==> src/inc/rspf_cfg.svh <==
// Purpose: register map, field positions and reset values of the return stack pointer block
// Assumes: 32-bit classic wishbone slave, byte offsets, data in the low byte except the 21-bit top entry at 0x0c
// Notes: the package holds the types; this header holds every number
`ifndef RSPF_CFG_SVH
`define RSPF_CFG_SVH

`define RSPF_ADR_W 8
`define RSPF_OFS_SPSTAT 8'h00
`define RSPF_OFS_IRQ_STAT 8'h04
`define RSPF_OFS_IRQ_MASK 8'h08
`define RSPF_OFS_TOS 8'h0c

`define RSPF_BIT_FULL 7
`define RSPF_BIT_UNF 6
`define RSPF_BIT_RSVD 5
`define RSPF_SP_HI 4
`define RSPF_SP_W 5
`define RSPF_SP_EMPTY 5'h00
`define RSPF_SPSTAT_RST 8'h00

`define RSPF_IRQ_W 3
`define RSPF_IRQ_FULL 0
`define RSPF_IRQ_UNF 1
`define RSPF_IRQ_OVF 2
`define RSPF_IRQ_RST 3'h0

`define RSPF_RA_W 21
`define RSPF_DEPTH 31

`endif

==> src/inc/rspf_pkg.sv <==
// Purpose: types shared by the return stack pointer block
// Assumes: rspf_cfg.svh provides the widths
// Notes: structs carry the core request, the core answer and the pointer view
`include "rspf_cfg.svh"

package rspf_pkg;

  typedef enum logic [1:0] {
    RSPF_OP_IDLE,
    RSPF_OP_PUSH,
    RSPF_OP_POP
  } rspf_op_e;

  typedef struct packed {
    logic push;
    logic pop;
    logic [`RSPF_RA_W-1:0] push_addr;
  } rspf_req_s;

  typedef struct packed {
    logic valid;
    logic underflow;
    logic [`RSPF_RA_W-1:0] pc;
  } rspf_ans_s;

  typedef struct packed {
    logic full;
    logic unf;
    logic rsvd;
    logic [`RSPF_SP_W-1:0] loc;
  } rspf_spstat_s;

endpackage

==> src/rtl/rspf_stack_mem.sv <==
// Purpose: return address storage, one flop word per stack level
// Assumes: entry 0 is the empty level and always reads zero
// Notes: one write port, one combinational read port
`timescale 1ns/1ps
`include "rspf_cfg.svh"

module rspf_stack_mem #(
  parameter int RA_W = `RSPF_RA_W,
  parameter int DEPTH = `RSPF_DEPTH
) (
  // clock and reset
  input wire logic clk,
  input wire logic resetn,
  // write port
  input wire logic wr_en,
  input wire logic [`RSPF_SP_W-1:0] wr_idx,
  input wire logic [RA_W-1:0] wr_data,
  // read port
  input wire logic [`RSPF_SP_W-1:0] rd_idx,
  output logic [RA_W-1:0] rd_data
);

  generate
    if (DEPTH < 1 || DEPTH > (1 << `RSPF_SP_W) - 1) begin : g_bad_cfg
      $error("rspf_stack_mem: DEPTH must fit the pointer width");
    end
  endgenerate

  logic [RA_W-1:0] entry [1:DEPTH];

  genvar i;
  generate
    for (i = 1; i <= DEPTH; i++) begin : g_entry
      always_ff @(posedge clk or negedge resetn) begin
        if (!resetn) begin
          entry[i] <= '0;
        end else if (wr_en && wr_idx == `RSPF_SP_W'(i)) begin
          entry[i] <= wr_data;
        end
      end
    end
  endgenerate

  // level 0 is the empty stack and doubles as the zero vector on an underflow pop;
  // indices above the depth read as zero instead of running off the array
  always_comb begin
    rd_data = '0;
    if (rd_idx != '0 && int'(rd_idx) <= DEPTH) begin
      rd_data = entry[rd_idx];
    end
  end

endmodule

==> src/rtl/rspf_top.sv <==
// Purpose: return address stack pointer with full and underflow flags
// Assumes: core push/pop requests come from logic on clk
// Notes: registers reached over classic wishbone, one level interrupt
`timescale 1ns/1ps
`include "rspf_cfg.svh"

module rspf_top #(
  parameter int RA_W = `RSPF_RA_W,
  parameter int DEPTH = `RSPF_DEPTH
) (
  // clock and reset
  input wire logic clk,
  input wire logic resetn,
  // wishbone slave
  input wire logic wb_cyc_i,
  input wire logic wb_stb_i,
  input wire logic wb_we_i,
  input wire logic [`RSPF_ADR_W-1:0] wb_adr_i,
  input wire logic [3:0] wb_sel_i,
  input wire logic [31:0] wb_dat_i,
  output logic [31:0] wb_dat_o,
  output logic wb_ack_o,
  // core side
  input wire rspf_pkg::rspf_req_s core_req,
  output rspf_pkg::rspf_ans_s core_ans,
  // status
  output logic stack_full_flag,
  output logic stack_underflow_flag,
  output logic irq
);
  import rspf_pkg::*;

  ////////////////////////////////////////////////////////////////////////////
  // parameter checks

  generate
    if (RA_W != `RSPF_RA_W || DEPTH < 2 || DEPTH > (1 << `RSPF_SP_W) - 1) begin : g_bad_cfg
      $error("rspf_top: RA_W must match the package and DEPTH lie in 2..31");
    end
  endgenerate

  localparam logic [`RSPF_SP_W-1:0] TOP_SP = `RSPF_SP_W'(DEPTH);
  localparam logic [`RSPF_SP_W-1:0] SP_ONE = `RSPF_SP_W'(1);

  ////////////////////////////////////////////////////////////////////////////
  // declarations

  logic [`RSPF_SP_W-1:0] sp;
  logic [`RSPF_SP_W-1:0] next_sp_up;
  logic [`RSPF_SP_W-1:0] wdat_sp;
  logic [RA_W-1:0] top_entry;
  rspf_op_e op;
  rspf_spstat_s spstat_view;
  logic [`RSPF_IRQ_W-1:0] irq_stat;
  logic [`RSPF_IRQ_W-1:0] irq_mask;
  logic [`RSPF_IRQ_W-1:0] irq_event;
  logic bus_req;
  logic wr_take;
  logic hit_sp;
  logic hit_stat;
  logic hit_mask;
  logic hit_tos;
  logic full_set;
  logic ovf_set;
  logic unf_set;
  logic full_clr;
  logic unf_clr;
  logic [31:0] rd_word;

  ////////////////////////////////////////////////////////////////////////////
  // core request decode

  // a pop in the same cycle as a push wins; the push is dropped
  always_comb begin
    case ({core_req.pop, core_req.push})
      2'h2: op = RSPF_OP_POP;
      2'h3: op = RSPF_OP_POP;
      2'h1: op = RSPF_OP_PUSH;
      default: op = RSPF_OP_IDLE;
    endcase
  end

  assign next_sp_up = sp + SP_ONE;
  assign full_set = (op == RSPF_OP_PUSH) && (sp >= TOP_SP - SP_ONE);
  assign ovf_set = (op == RSPF_OP_PUSH) && (sp == TOP_SP);
  assign unf_set = (op == RSPF_OP_POP) && (sp == `RSPF_SP_EMPTY);

  ////////////////////////////////////////////////////////////////////////////
  // wishbone decode

  assign bus_req = wb_cyc_i && wb_stb_i && !wb_ack_o;
  // writes land on the edge where the master sees ack high
  assign wr_take = wb_cyc_i && wb_stb_i && wb_ack_o && wb_we_i && wb_sel_i[0];
  assign hit_sp = (wb_adr_i == `RSPF_OFS_SPSTAT);
  assign hit_stat = (wb_adr_i == `RSPF_OFS_IRQ_STAT);
  assign hit_mask = (wb_adr_i == `RSPF_OFS_IRQ_MASK);
  assign hit_tos = (wb_adr_i == `RSPF_OFS_TOS);
  assign wdat_sp = wb_dat_i[`RSPF_SP_HI:0];

  // flag bits clear on a written zero; a written one leaves them alone
  assign full_clr = wr_take && hit_sp && !wb_dat_i[`RSPF_BIT_FULL];
  assign unf_clr = wr_take && hit_sp && !wb_dat_i[`RSPF_BIT_UNF];

  ////////////////////////////////////////////////////////////////////////////
  // stack pointer

  // a core push or pop in the same cycle as a pointer write takes precedence
  always_ff @(posedge clk or negedge resetn) begin
    if (!resetn) begin
      sp <= `RSPF_SP_EMPTY;
    end else begin
      case (op)
        RSPF_OP_PUSH: begin
          if (sp != TOP_SP) begin
            sp <= next_sp_up;
          end
        end
        RSPF_OP_POP: begin
          if (sp != `RSPF_SP_EMPTY) begin
            sp <= sp - SP_ONE;
          end
        end
        default: begin
          if (wr_take && hit_sp) begin
            sp <= wdat_sp;
          end
        end
      endcase
    end
  end

  rspf_stack_mem #(
    .RA_W(RA_W),
    .DEPTH(DEPTH)
  ) rspf_stack_mem_inst (
    .clk(clk),
    .resetn(resetn),
    .wr_en((op == RSPF_OP_PUSH) && (sp != TOP_SP)),
    .wr_idx(next_sp_up),
    .wr_data(core_req.push_addr),
    .rd_idx(sp),
    .rd_data(top_entry)
  );

  ////////////////////////////////////////////////////////////////////////////
  // flags

  // set wins over a software clear in the same cycle
  always_ff @(posedge clk or negedge resetn) begin
    if (!resetn) begin
      stack_full_flag <= 1'b0;
    end else begin
      stack_full_flag <= full_set || (stack_full_flag && !full_clr);
    end
  end

  always_ff @(posedge clk or negedge resetn) begin
    if (!resetn) begin
      stack_underflow_flag <= 1'b0;
    end else begin
      // only a software zero or reset drops the flag
      stack_underflow_flag <= unf_set || (stack_underflow_flag && !unf_clr);
    end
  end

  always_comb begin
    spstat_view.full = stack_full_flag;
    spstat_view.unf = stack_underflow_flag;
    spstat_view.rsvd = 1'b0;
    spstat_view.loc = sp;
  end

  ////////////////////////////////////////////////////////////////////////////
  // core answer

  // the underflow vector is only a zero pc: nothing else in the block is reset
  always_ff @(posedge clk or negedge resetn) begin
    if (!resetn) begin
      core_ans <= '0;
    end else begin
      core_ans.valid <= (op == RSPF_OP_POP);
      core_ans.underflow <= unf_set;
      core_ans.pc <= unf_set ? '0 : top_entry;
    end
  end

  ////////////////////////////////////////////////////////////////////////////
  // interrupts

  always_comb begin
    irq_event = '0;
    irq_event[`RSPF_IRQ_FULL] = full_set;
    irq_event[`RSPF_IRQ_UNF] = unf_set;
    irq_event[`RSPF_IRQ_OVF] = ovf_set;
  end

  always_ff @(posedge clk or negedge resetn) begin
    if (!resetn) begin
      irq_stat <= `RSPF_IRQ_RST;
    end else if (wr_take && hit_stat) begin
      irq_stat <= irq_event | (irq_stat & ~wb_dat_i[`RSPF_IRQ_W-1:0]);
    end else begin
      irq_stat <= irq_event | irq_stat;
    end
  end

  always_ff @(posedge clk or negedge resetn) begin
    if (!resetn) begin
      irq_mask <= `RSPF_IRQ_RST;
    end else if (wr_take && hit_mask) begin
      irq_mask <= wb_dat_i[`RSPF_IRQ_W-1:0];
    end
  end

  always_ff @(posedge clk or negedge resetn) begin
    if (!resetn) begin
      irq <= 1'b0;
    end else begin
      irq <= |(irq_stat & irq_mask);
    end
  end

  ////////////////////////////////////////////////////////////////////////////
  // wishbone answer

  always_comb begin
    rd_word = '0;
    if (hit_sp) begin
      rd_word[`RSPF_BIT_FULL:0] = spstat_view;
    end else if (hit_stat) begin
      rd_word[`RSPF_IRQ_W-1:0] = irq_stat;
    end else if (hit_mask) begin
      rd_word[`RSPF_IRQ_W-1:0] = irq_mask;
    end else if (hit_tos) begin
      rd_word[RA_W-1:0] = top_entry;
    end
  end

  // one wait-free cycle: ack follows the request by one edge, drops the next
  always_ff @(posedge clk or negedge resetn) begin
    if (!resetn) begin
      wb_ack_o <= 1'b0;
    end else begin
      wb_ack_o <= bus_req;
    end
  end

  // unmapped offsets still ack and read zero
  always_ff @(posedge clk or negedge resetn) begin
    if (!resetn) begin
      wb_dat_o <= '0;
    end else if (bus_req) begin
      wb_dat_o <= wb_we_i ? '0 : rd_word;
    end
  end

  ////////////////////////////////////////////////////////////////////////////
  // checks

  chk_unf_zero_pc: assert property (@(posedge clk) disable iff (!resetn)
    (op == RSPF_OP_POP && sp == `RSPF_SP_EMPTY) |=>
      (core_ans.valid && core_ans.underflow && core_ans.pc == '0))
    else $error("underflow pop did not return a zero pc");

  chk_unf_sp_hold: assert property (@(posedge clk) disable iff (!resetn)
    (op == RSPF_OP_POP && sp == `RSPF_SP_EMPTY) |=> (sp == `RSPF_SP_EMPTY))
    else $error("pointer moved on an underflow pop");

  chk_unf_sticky: assert property (@(posedge clk) disable iff (!resetn)
    (stack_underflow_flag && !unf_clr) |=> stack_underflow_flag)
    else $error("underflow flag dropped without a software clear");

  chk_unf_no_side: assert property (@(posedge clk) disable iff (!resetn)
    (unf_set && !wr_take) |=> ($stable(irq_mask) && $stable(stack_full_flag)))
    else $error("underflow vectoring disturbed other registers");

  chk_full_set: assert property (@(posedge clk) disable iff (!resetn)
    (op == RSPF_OP_PUSH && sp == TOP_SP - SP_ONE) |=>
      (stack_full_flag && sp == TOP_SP))
    else $error("full flag not set when the stack filled");

  chk_full_quiet: assert property (@(posedge clk) disable iff (!resetn)
    (!stack_full_flag && op != RSPF_OP_PUSH) |=> !stack_full_flag)
    else $error("full flag set without a push");

  chk_unf_bit: assert property (@(posedge clk) disable iff (!resetn)
    (bus_req && hit_sp && !wb_we_i) |=>
      (wb_dat_o[`RSPF_BIT_UNF] == $past(stack_underflow_flag)))
    else $error("underflow not visible below the full bit");

  chk_flag_clear: assert property (@(posedge clk) disable iff (!resetn)
    (full_clr && unf_clr && op == RSPF_OP_IDLE) |=>
      (!stack_full_flag && !stack_underflow_flag))
    else $error("software clear of the flags had no effect");

  chk_rsvd_zero: assert property (@(posedge clk) disable iff (!resetn)
    (bus_req && hit_sp && !wb_we_i) |=> (wb_ack_o && !wb_dat_o[`RSPF_BIT_RSVD]))
    else $error("unimplemented pointer bit read nonzero");

  chk_sp_write: assert property (@(posedge clk) disable iff (!resetn)
    (wr_take && hit_sp && op == RSPF_OP_IDLE) |=> (sp == $past(wdat_sp)))
    else $error("pointer write did not land");

  chk_push_inc: assert property (@(posedge clk) disable iff (!resetn)
    (op == RSPF_OP_PUSH && sp != TOP_SP) |=> (sp == $past(next_sp_up)))
    else $error("push did not advance the pointer");

  chk_pop_dec: assert property (@(posedge clk) disable iff (!resetn)
    (op == RSPF_OP_POP && sp != `RSPF_SP_EMPTY) ##1 1'b1 |->
      (sp == $past(sp) - SP_ONE))
    else $error("pop did not step the pointer back");

  chk_push_pop_pc: assert property (@(posedge clk) disable iff (!resetn)
    (op == RSPF_OP_PUSH && sp != TOP_SP) ##1 (op == RSPF_OP_POP) |=>
      (core_ans.pc == $past(core_req.push_addr, 2)))
    else $error("pop did not return the last pushed address");

  chk_ovf_keep: assert property (@(posedge clk) disable iff (!resetn)
    (op == RSPF_OP_PUSH && sp == TOP_SP) |=> (sp == TOP_SP && stack_full_flag))
    else $error("overflow push moved the pointer or missed the full flag");

  chk_full_sticky: assert property (@(posedge clk) disable iff (!resetn)
    (stack_full_flag && !full_clr) |=> stack_full_flag)
    else $error("full flag dropped without a software clear");

  chk_full_bit: assert property (@(posedge clk) disable iff (!resetn)
    (bus_req && hit_sp && !wb_we_i) |=>
      (wb_dat_o[`RSPF_BIT_FULL] == $past(stack_full_flag)))
    else $error("full flag not shown in the top pointer bit");

  chk_loc_read: assert property (@(posedge clk) disable iff (!resetn)
    (bus_req && hit_sp && !wb_we_i) |=> (wb_dat_o[`RSPF_SP_HI:0] == $past(sp)))
    else $error("pointer location read back wrong");

  // a push beside a pop is dropped, so an empty pop still leaves the pointer at zero
  chk_pop_wins: assert property (@(posedge clk) disable iff (!resetn)
    (core_req.pop && core_req.push && sp == `RSPF_SP_EMPTY) |=>
      (sp == `RSPF_SP_EMPTY && core_ans.underflow))
    else $error("push beside an empty pop moved the pointer");

  chk_ack_pulse: assert property (@(posedge clk) disable iff (!resetn)
    wb_ack_o |=> !wb_ack_o)
    else $error("bus ack held longer than one cycle");

  chk_irq_level: assert property (@(posedge clk) disable iff (!resetn)
    1'b1 |=> (irq == $past(|(irq_stat & irq_mask))))
    else $error("interrupt does not follow unmasked status");

endmodule

==> config.mk <==
export PLATFORM = sky130hd
export DESIGN_NAME = rspf_top
export DESIGN_NICKNAME = d
export VERILOG_FILES = /design/src/inc/rspf_pkg.sv /design/src/rtl/rspf_stack_mem.sv /design/src/rtl/rspf_top.sv
export VERILOG_INCLUDE_DIRS = /design/src /design/src/inc
export SDC_FILE = /design/constraint.sdc
export NUM_CORES = 1
export LEC_CHECK = 0
export ABC_CLOCK_PERIOD_IN_PS = 3400
export BUFFER_PORTS_ARGS = -buffer_cell sky130_fd_sc_hd__buf_2
export CORE_ASPECT_RATIO = 1.75
export CORE_UTILIZATION = 47
export DETAILED_ROUTE_END_ITERATION = 12
export SYNTH_ARGS = -nofsm -noshare
export SYNTH_HDL_FRONTEND = slang
export SYNTH_SLANG_ARGS = --single-unit
==> constraint.sdc <==
create_clock -name clk -period 3.4 [get_ports clk]
set_clock_uncertainty 0.05 [all_clocks]
set_input_delay 0.51 -clock clk [delete_from_list [all_inputs] [get_ports clk]]
set_output_delay 0.51 -clock clk [all_outputs]
set_load 0.02 [all_outputs]
==> results.ini, run 1 <==
[floorplan]
start_util_pct=47.4
die_y_microns=349
die_area_sq_um=70000
core-area_sq_um=68300
die_x_microns=200
ios=131
rows=127

[drt]
first_iter_violations=953
drt-wirelength-per-cell_microns=26.5
drt_wl_total_microns=86000
drcViolationCount=0
firstDrtPassIters=5
via_per_inst=5.87
vias=19000
antenna_left=0

[clock_tree]
cts_root_buf=clkbuf_16
clkTransAtPathRegs_ns=0.07
numCtsBuffers=67
postCtsSetupBuffers=0
clkSinkCount=710
insertion_delay_ns=0.62
post_cts_resized=0
ctsHtreeMaxLevel=3
cts_tree=yes
clockBufferDepth=3

[pwr]
power_frac_seq_pct=41.0
switchingPower_uw=10300
p_per_area_nw_per_um2=876
combPwrFrac_pct=34.7
vdd_drop_max_v=0.000371
p_sw_share_pct=32.2
p_leak_uw=0.0172
pwr-share-clk_pct=24.4
p_int_uw=21700

[timing]
relSlewSlack_pct=40.8
tightestPinTransition_ns=0.885
rsz0062_at_grt=no
max_freq_ghz=0.328
slew_violations=0
worst_slack_ns=0.354
period_share_pct=89.6
hold_viol=0
post-route-min-period_ns=3.05
setup_viol_count_final=0
final.setup.tns_ns=0
whs_ns=0.0625

[finish]
final_common_cell=dfrtp_1
area_growth_syn_to_layout_pct=12.8
fin_util_pct=53.5
n_fill_cell=5759
final_nets=2366
mostFrequentLayoutCells=dfrtp_1 (707), mux2_2 (676), mux2i_1 (112)
design_area_sq_um=36600
drive_above_1_share_pct=48.4

[critical_path]
crit_type=reg -> reg
start_kind=flop
r2r_start=sp[3]$_DFFE_PN0P_
endpoint_kind=flop
crit_path_start=sp[3]$_DFFE_PN0P_
reg2reg_to=wb_dat_o[18]$_DFFE_PN0P_
path_cells=buf_4 > inv_1 > buf_4 > nor2_1 > a221oi_1 > o221ai_1 > o21ai_0
cp.required_ns=3.82
r2r_slack_ns=0.35
r2r_cells=7
worstPathMaxFanout=12
slowest_stage=dfrtp_1
critical-path-max-stage-delay_ns=0.73
cp_data_arrival_time_ns=3.47
cp_common_cell=buf_4

[synthesis]
synth_edf_count=0
ys_warn_count=0
syn_area_per_cell_sq_um=14.7
async_reset_ff_share_pct=100
synthFlopType=dfrtp_1
ys_types=60
syn-cell-area_sq_um=32400
ys_seq_elements=710
seq_area_frac_synth_pct=54.8
syn_inst=2207

[placement]
dpl_worst_slack_ns=0.454
place_congestion=0.879
port_buffers=91
placed_cell_area_sq_um=34300
dp_hpwl_microns=56900

[outcome]
status=finished, final reports clean

[global_route]
grt_usage_pct=25.3
antenna_found_initial=2
grt_pass1_vias=21100
gr-total-overflow=0
grt_max_degree=150
grt_pass1_wl_microns=133000

[min_path]
holdPathStages=1
min_to=core_ans[22]$_DFF_PN0_
min-delay-start=core_req[21]
hold_class=in -> reg

[run]
cap_violations=0

power by group through the flow:
stage                     Clock, uW  Combinational [uW]  Sequential [uW]
final                          7810               11100            13100
after detailed placement          0               11200            13300
after CTS                      7990               11300            13100
after global placement            0               11000            13000
after floorplan                   0                7600            12800
after global routing           8290               11900            13500
kinds of logic after synthesis:
kind of cell	after synthesis	share of synthesized area, %
xor gates and xnor gates	7	0.189
DFF	710	54.8
other	1	0.0116
AOI/OAI and AO/OA	196	4.74
buffers and inverters	229	4.00
and+or+nand+nor	178	2.66
adders and majority gates	7	0.270
muxes	879	33.3
cell usage after synthesis (all sizes together), types with 2 or more instances:
master	instances	share of area [%]
a22oi	30	0.70
o221a	2	0.070
a211oi	4	0.093
a2111oi	2	0.054
a221o	3	0.093
nand2	48	0.56
a21o	4	0.093
nand2b	6	0.12
ha	7	0.27
inv	13	0.15
a221oi	35	0.95
clkbuf	101	1.2
nor4	2	0.058
o221ai	14	0.38
and2	4	0.077
and3b	2	0.054
mux2i	112	3.5
or4	3	0.070
o311ai	12	0.32
and3	7	0.14
mux4	91	6.3
a211o	7	0.19
nand3	4	0.062
nor2b	24	0.46
a22o	33	0.89
a21oi	15	0.23
nor3b	3	0.070
buf	115	2.7
o22ai	4	0.077
o21ai	13	0.20
dfrtp	710	55
mux2	676	23
nor2	58	0.67
nor3	10	0.17
xnor2	6	0.16
or2	3	0.058
a31oi	11	0.21
worst max-delay path: cells and delay by family, from the launching register on:
kind / cells / cell delay [ns]
compound gates: 3 / 0.92
flops: 1 / 0.73
simple gates: 1 / 0.69
buf+inv: 3 / 0.50
sequential cells by signal, summed over array words and instances (netlist names):
name                       flops
rspf_stack_mem_inst.entry    651
core_ans                      23
wb_dat_o                      21
sp                             5
irq_mask                       3
irq_stat                       3
irq                            1
stack_full_flag                1
stack_underflow_flag           1
wb_ack_o                       1
metal layers:
layer,global-route usage [%],wire [microns],vias up
li1,-,-,8218
met4,12.6,4250,2
met1,28.4,32300,10200
met2,47.2,47000,362
met3,2.97,2450,185
met5,0,13,-
worst max path at each step:
stage	slack [ns]	depth (start not counted)	endpoint
finish	0.35	7	wb_dat_o[18]$_DFFE_PN0P_
global route	0.25	7	wb_dat_o[18]$_DFFE_PN0P_
CTS	0.37	7	wb_dat_o[18]$_DFFE_PN0P_
detailed placement	0.45	8	rspf_stack_mem_inst.entry[261]$_DFFE_PN0P_
global placement	0.44	7	wb_dat_o[13]$_DFFE_PN0P_
floorplan	0.41	10	rspf_stack_mem_inst.entry[399]$_DFFE_PN0P_
metrics by stage:
step | cells | total power [uW]
floorplan | 2217 | 20400
global placement | 3120 | 24000
detailed placement | 3120 | 24500
CTS | 3239 | 32400
global route | 3239 | 33700
finish | 3240 | 32000
timing repair:
| item | CTS | global route |
|---|---|---|
| hold buffers | 1 | 0 |
| endpoints found under the setup margin | 0 | 0 |
| endpoints found under the hold margin | 30 | 0 |
final cells by class:
cell class                      count  area [sq um]  share of cell area (%)
Antenna cell                        1          2.50                 0.00685
Clock buffer                      103          2080                    5.69
Clock inverter                     15           203                   0.555
Inverter                           13          48.8                   0.133
Multi-Input combinational cell   1278         13500                    36.8
Sequential cell                   710         17800                    48.6
Tap cell                          903          1130                    3.09
Timing Repair Buffer              217          1850                    5.07
Note: power is estimated with default switching activity, not from simulation.
==> run 2, diff against run 1 <==
--- a/config.mk
+++ b/config.mk
@@ -9,7 +9,7 @@
 export ABC_CLOCK_PERIOD_IN_PS = 3400
 export BUFFER_PORTS_ARGS = -buffer_cell sky130_fd_sc_hd__buf_2
 export CORE_ASPECT_RATIO = 1.75
-export CORE_UTILIZATION = 47
+export CORE_UTILIZATION = 45
 export DETAILED_ROUTE_END_ITERATION = 12
 export SYNTH_ARGS = -nofsm -noshare
 export SYNTH_HDL_FRONTEND = slang
==> run 2 against run 1 <==
Effect of this change: global-route usage fell by 1.2 points; combinational power barely moved; worst setup slack improved by 0.0087 ns; fmax rose by 0.29%; critical path type unchanged; cell area fell by 0.43%; highest routed layer unchanged; critical path depth did not move; clock-buffer cell count fell by 3; core utilization fell by 2.2 points; total power fell by 0.88%.
==> results.ini, run 2 (synthesis gave the netlist of run 1 again) <==
[critical_path]
worstPathMaxFanout=21  ; +9
start_kind=flop
critical-path-max-stage-delay_ns=0.71  ; -0.02 ns
crit_path_start=sp[2]$_DFFE_PN0P_
cp_data_arrival_time_ns=3.47  ; about the same
r2r_start=sp[2]$_DFFE_PN0P_
cp_num_buf_inv=2  ; -1
path_cells=buf_4 > nand3_1 > xnor2_1 > nand2_1 > nor2_2 > buf_12 > mux2_2
critical-path-top-delay-family=simple AND/OR/NAND/NOR gates
cp.required_ns=3.83  ; about the same
r2r_slack_ns=0.36  ; about the same
crit_type=reg -> reg
endpoint_kind=flop
slowest_stage=dfrtp_2

[drt]
drt_wl_total_microns=85400  ; -0.64%
via_per_inst=5.83  ; -0.59%
antenna_left=0  ; unchanged
drcViolationCount=0  ; unchanged
first_iter_violations=1172  ; +23%
vias=19000  ; +0.026%
firstDrtPassIters=5  ; unchanged
drt-wirelength-per-cell_microns=26.2  ; -1.3%

[min_path]
min-delay-start=core_req[21]
hold_class=in -> reg

[finish]
reg_top3=rspf_stack_mem_inst.entry x651, core_ans x23, wb_dat_o x21
num_antenna_cells=0  ; -1
final_nets=2372  ; +0.25%
design_area_sq_um=36400  ; -0.43%
multi_input_area_sq_um=13500  ; about the same
area_growth_syn_to_layout_pct=12.4
fin_util_pct=51.2  ; -2.2 points
n_fill_cell=6027  ; +4.7%
final_common_cell=dfrtp_1
fin_cells=3260  ; +0.62%
seqCellArea_sq_um=17800  ; unchanged
largest_reg_flops=651  ; unchanged
mostFrequentLayoutCells=dfrtp_1 (707), mux2_2 (676), mux2i_1 (112)
drive_above_1_share_pct=48.6  ; +0.15 points
regMostFlops=rspf_stack_mem_inst.entry

[timing]
slew_violations=0  ; unchanged
tightestPinTransition_ns=1.21  ; +0.323 ns
final.setup.tns_ns=0  ; unchanged
period_share_pct=89.3  ; -0.26 points
rsz0062_at_grt=no
setup_viol_count_final=0  ; unchanged
max_freq_ghz=0.329  ; +0.29%
post-route-min-period_ns=3.04  ; -0.00875 ns
hold_viol=0  ; unchanged
relSlewSlack_pct=19.1  ; -22 points

[clock_tree]
clockBufferDepth=3  ; unchanged
clkTransAtPathRegs_ns=0.07  ; about the same
cts_root_buf=clkbuf_16
insertion_delay_ns=0.61  ; about the same
clkSinkCount=710  ; unchanged
ctsHtreeMaxLevel=3  ; unchanged
numCtsBuffers=68  ; +1.5%
postCtsSetupBuffers=0  ; unchanged
cts_tree=yes

[outcome]
status=finished, final reports clean

[pwr]
p_per_area_nw_per_um2=872  ; -0.45%
vdd_drop_max_v=0.000383  ; +3.3%
p_leak_uw=0.0171  ; -0.18%

[global_route]
grt_pass1_vias=21000  ; -0.56%
gr-total-overflow=0  ; unchanged
grt_max_degree=105  ; -30%
grt_usage_pct=24.2  ; -1.2 points
grt_pass1_wl_microns=131000  ; -0.93%
antenna_found_initial=1  ; -1

[placement]
placed_cell_area_sq_um=34200  ; -0.25%
place_congestion=0.901  ; +2.5%
port_buffers=91  ; unchanged
dp.cells=3139  ; +0.61%
dp_hpwl_microns=57000  ; +0.15%

[floorplan]
rows=129  ; +1.6%
ios=131  ; unchanged
start_util_pct=45.6  ; -1.8 points
die_area_sq_um=73100  ; +4.4%
die_x_microns=205  ; +2.2%
core-area_sq_um=71000  ; +3.9%
die_y_microns=357  ; +2.2%

[run]
cap_violations=0  ; unchanged

-- run 2: path summary, 6_finish.rpt --
path | cells past startpoint | endpoint
setup / recovery | 7 | rspf_stack_mem_inst.entry[199]$_DFFE_PN0P_
hold / removal | 1 | core_ans[22]$_DFF_PN0_
setup reg to reg | 7 | rspf_stack_mem_inst.entry[199]$_DFFE_PN0P_
hold reg to reg | 2 | wb_dat_o[16]$_DFFE_PN0P_
max in group asynchronous | 3 | rspf_stack_mem_inst.entry[353]$_DFFE_PN0P_
min in group asynchronous | 2 | wb_dat_o[5]$_DFFE_PN0P_
-- run 2: metal layers --
layer	up-vias	GRT usage, %	part of all wire, %
met2	372	43.4	53
met1	10200	28.2	39
met3	164	2.69	2.7
met4	2	12.6	5.2
li1	8245	-	-
met5	-	0	0.011
-- run 2: what timing repair did --
action / in CTS / in global routing
hold endpoints to repair: 50 / 0
gates resized for setup: 0 / 0
hold buffers: 1 / 0
-- run 2: final cells by class --
type	instances	share of cell area (%)
sequential	710	48.8
multi-input combinational	1278	37.0
clock buffer	100	5.57
timing repair buffer	222	4.81
tap	917	3.15
clock inverter	20	0.516
inverter	13	0.134
-- run 2: through the flow --
stage | setup WS, ns | hold WS (ns) | total power, uW
3_3_place_gp | 0.384 | 0.416 | 23900
6_report | 0.362 | 0.0774 | 31800
5_1_grt | 0.235 | 0.0596 | 33400
2_1_floorplan | 0.410 | 0.164 | 20400
3_5_place_dp | 0.376 | 0.425 | 24400
4_1_cts | 0.348 | 0.0421 | 32100
-- run 2: where the power goes --
| part | internal, uW | total (uW) | switching [uW] |
|---|---|---|---|
| logic | 5560 | 11100 | 5540 |
| registers | 11500 | 13100 | 1540 |
| clock network | 4360 | 7600 | 3230 |
==> run 3, diff against run 2 <==
--- a/config.mk
+++ b/config.mk
@@ -8,9 +8,12 @@
 export LEC_CHECK = 0
 export ABC_CLOCK_PERIOD_IN_PS = 3400
 export BUFFER_PORTS_ARGS = -buffer_cell sky130_fd_sc_hd__buf_2
+export CELL_PAD_IN_SITES_DETAIL_PLACEMENT = 1
+export CELL_PAD_IN_SITES_GLOBAL_PLACEMENT = 2
 export CORE_ASPECT_RATIO = 1.75
 export CORE_UTILIZATION = 45
 export DETAILED_ROUTE_END_ITERATION = 12
+export PLACE_DENSITY_LB_ADDON = 0.1
 export SYNTH_ARGS = -nofsm -noshare
 export SYNTH_HDL_FRONTEND = slang
 export SYNTH_SLANG_ARGS = --single-unit
==> run 3 against run 2 <==
Effect of this change: worst hold slack improved by 0.0084 ns; first-iteration DRC count down 24%; global-route usage increased by 2.3 points; critical endpoint is now rspf_stack_mem_inst.entry[434]$_DFFE_PN0P_; largest power group unchanged; highest routed layer unchanged.
==> results.ini, run 3 (synthesis gave the netlist of run 1 again) <==
[outcome]
status=finished, final reports clean

[pwr]
p_leak_uw=0.0171  ; about the same
p_per_area_nw_per_um2=882  ; +1.1%
vdd_drop_max_v=0.000451  ; +18%

[finish]
final_nets=2357  ; -0.63%
n_fill_cell=6830  ; +13%
reg_top3=rspf_stack_mem_inst.entry x651, core_ans x23, wb_dat_o x21
num_antenna_cells=0  ; unchanged
fin_util_pct=51.3  ; +0.10 points
multi_input_area_sq_um=13500  ; about the same
final_common_cell=dfrtp_1
seqCellArea_sq_um=17800  ; unchanged
regMostFlops=rspf_stack_mem_inst.entry
mostFrequentLayoutCells=dfrtp_1 (707), mux2_2 (676), mux2i_1 (112)
area_growth_syn_to_layout_pct=12.6
drive_above_1_share_pct=48.3  ; -0.31 points
largest_reg_flops=651  ; unchanged

[timing]
period_share_pct=94.0  ; +4.6 points
tightestPinTransition_ns=1.10  ; -0.107 ns
relSlewSlack_pct=26.3  ; +7.2 points
setup_viol_count_final=0  ; unchanged
post-route-min-period_ns=3.20  ; +0.157 ns
max_freq_ghz=0.313  ; -4.9%
final.setup.tns_ns=0  ; unchanged
slew_violations=0  ; unchanged
rsz0062_at_grt=no
hold_viol=0  ; unchanged

[critical_path]
crit_cells=9  ; +2
cp_num_buf_inv=2  ; unchanged
reg2reg_to=rspf_stack_mem_inst.entry[434]$_DFFE_PN0P_
crit_type=reg -> reg
start_kind=flop
worstPathMaxFanout=14  ; -33%
critical-path-top-delay-family=simple AND/OR/NAND/NOR gates
r2r_slack_ns=0.20  ; -0.16 ns
slowest_stage=dfrtp_4
critical-path-max-stage-delay_ns=0.57  ; -0.14 ns
r2r_cells=9  ; +2
r2r_start=sp[0]$_DFFE_PN0P_
path_cells=ha_1 > and3_1 > ha_1 > nor3b_1 > buf_4 > nand2_1 > nor2_2 > buf_4 > mux2_2
cp_data_arrival_time_ns=3.64  ; +0.17 ns
endpoint_kind=flop
cp.required_ns=3.85  ; +0.02 ns

[drt]
vias=19000  ; -0.074%
drt-wirelength-per-cell_microns=28.6  ; +9.3%
antenna_left=0  ; unchanged
firstDrtPassIters=5  ; unchanged
first_iter_violations=888  ; -24%
drt_wl_total_microns=92900  ; +8.7%
drcViolationCount=0  ; unchanged
via_per_inst=5.86  ; +0.42%

[clock_tree]
clkTransAtPathRegs_ns=0.06  ; about the same
post_cts_resized=0  ; unchanged
cts_tree=yes
numCtsBuffers=70  ; +2.9%
clkSinkCount=710  ; unchanged
cts_root_buf=clkbuf_16
ctsHtreeMaxLevel=3  ; unchanged
insertion_delay_ns=0.63  ; +0.02 ns
clockBufferDepth=3  ; unchanged

[global_route]
grt_pass1_vias=22100  ; +5.5%
antenna_found_initial=3  ; +2
gr-total-overflow=0  ; unchanged
grt_max_degree=90  ; -14%
grt_usage_pct=26.4  ; +2.3 points
grt_pass1_wl_microns=142000  ; +8.2%

[min_path]
holdPathStages=1  ; unchanged
min-delay-start=core_req[21]
min_to=core_ans[22]$_DFF_PN0_
hold_class=in -> reg

[floorplan]
die_x_microns=205  ; unchanged
die_y_microns=357  ; unchanged
die_area_sq_um=73100  ; unchanged
ios=131  ; unchanged
rows=129  ; unchanged
start_util_pct=45.6  ; unchanged
core-area_sq_um=71000  ; unchanged

[placement]
dp_hpwl_microns=61200  ; +7.3%
place_congestion=0.816  ; -9.4%
port_buffers=91  ; unchanged

[run]
cap_violations=0  ; unchanged

## run 3: cell count changes in the layout (fill, tap and decap cells not counted), sizes merged
cell | before | now
clkinv | 14 | 12
inv | 14 | 15
bufinv | 3 | 4
clkbuf | 100 | 102
clkinvlp | 2 | 1
buf | 221 | 204
## run 3: repair_timing
action	4_1_cts	5_1_grt
endpoints found under the hold margin	62	0
buffers inserted	0	0
hold buffers	1	0
## run 3: worst max path at each step
stage,start,end,slack [ns]
CTS,sp[0]$_DFFE_PN0P_,rspf_stack_mem_inst.entry[610]$_DFFE_PN0P_,0.19
detailed placement,sp[1]$_DFFE_PN0P_,wb_dat_o[8]$_DFFE_PN0P_,0.21
global placement,sp[0]$_DFFE_PN0P_,rspf_stack_mem_inst.entry[617]$_DFFE_PN0P_,0.24
global route,sp[0]$_DFFE_PN0P_,rspf_stack_mem_inst.entry[587]$_DFFE_PN0P_,0.06
finish,sp[0]$_DFFE_PN0P_,rspf_stack_mem_inst.entry[434]$_DFFE_PN0P_,0.20
floorplan,sp[3]$_DFFE_PN0P_,rspf_stack_mem_inst.entry[399]$_DFFE_PN0P_,0.41
## run 3: routing by layer
metal	track usage, %	vias up	routed length (microns)
met3	3.13	172	2400
met2	49.2	313	51200
met5	0	-	32
li1	-	8212	-
met1	29.6	10300	34900
met4	12.6	6	4350
## run 3: final cells by class
type | instances | share of cell area [%]
inverter | 13 | 0.134
clock inverter | 19 | 0.635
multi-input combinational | 1278 | 36.9
timing repair buffer | 205 | 4.80
tap | 917 | 3.15
clock buffer | 102 | 5.63
sequential | 710 | 48.7
## run 3: through the flow
stage / setup WS, ns / hold WS [ns] / std cells / cell area, sq um / power, uW
after global routing: 0.0560 / 0.0819 / 3244 / 36500 / 33800
after CTS: 0.189 / 0.0408 / 3244 / 36500 / 32600
after detailed placement: 0.205 / 0.426 / 3122 / 34200 / 24600
after global placement: 0.236 / 0.414 / 3122 / 34200 / 23900
final: 0.205 / 0.0857 / 3244 / 36500 / 32200
after floorplan: 0.410 / 0.164 / 2217 / 32400 / 20400
## run 3: report_power, final
part           leakage [uW]  internal [uW]  total, uW  switching [uW]
sequential          0.00945          11500      13200            1630
clock               0.00113           4500       7840            3340
combinational       0.00655           5470      11200            5710
total                0.0171          21500      32200           10700
## run 3: worst register-to-register path, stage by stage, from the launching register on
cell and delay (ns):
dfrtp_4 0.57, ha_1 0.28, and3_1 0.22, ha_1 0.32, nor3b_1 0.36, buf_4 0.21, nand2_1 0.15, nor2_2 0.18
buf_4 0.33, mux2_2 0.41
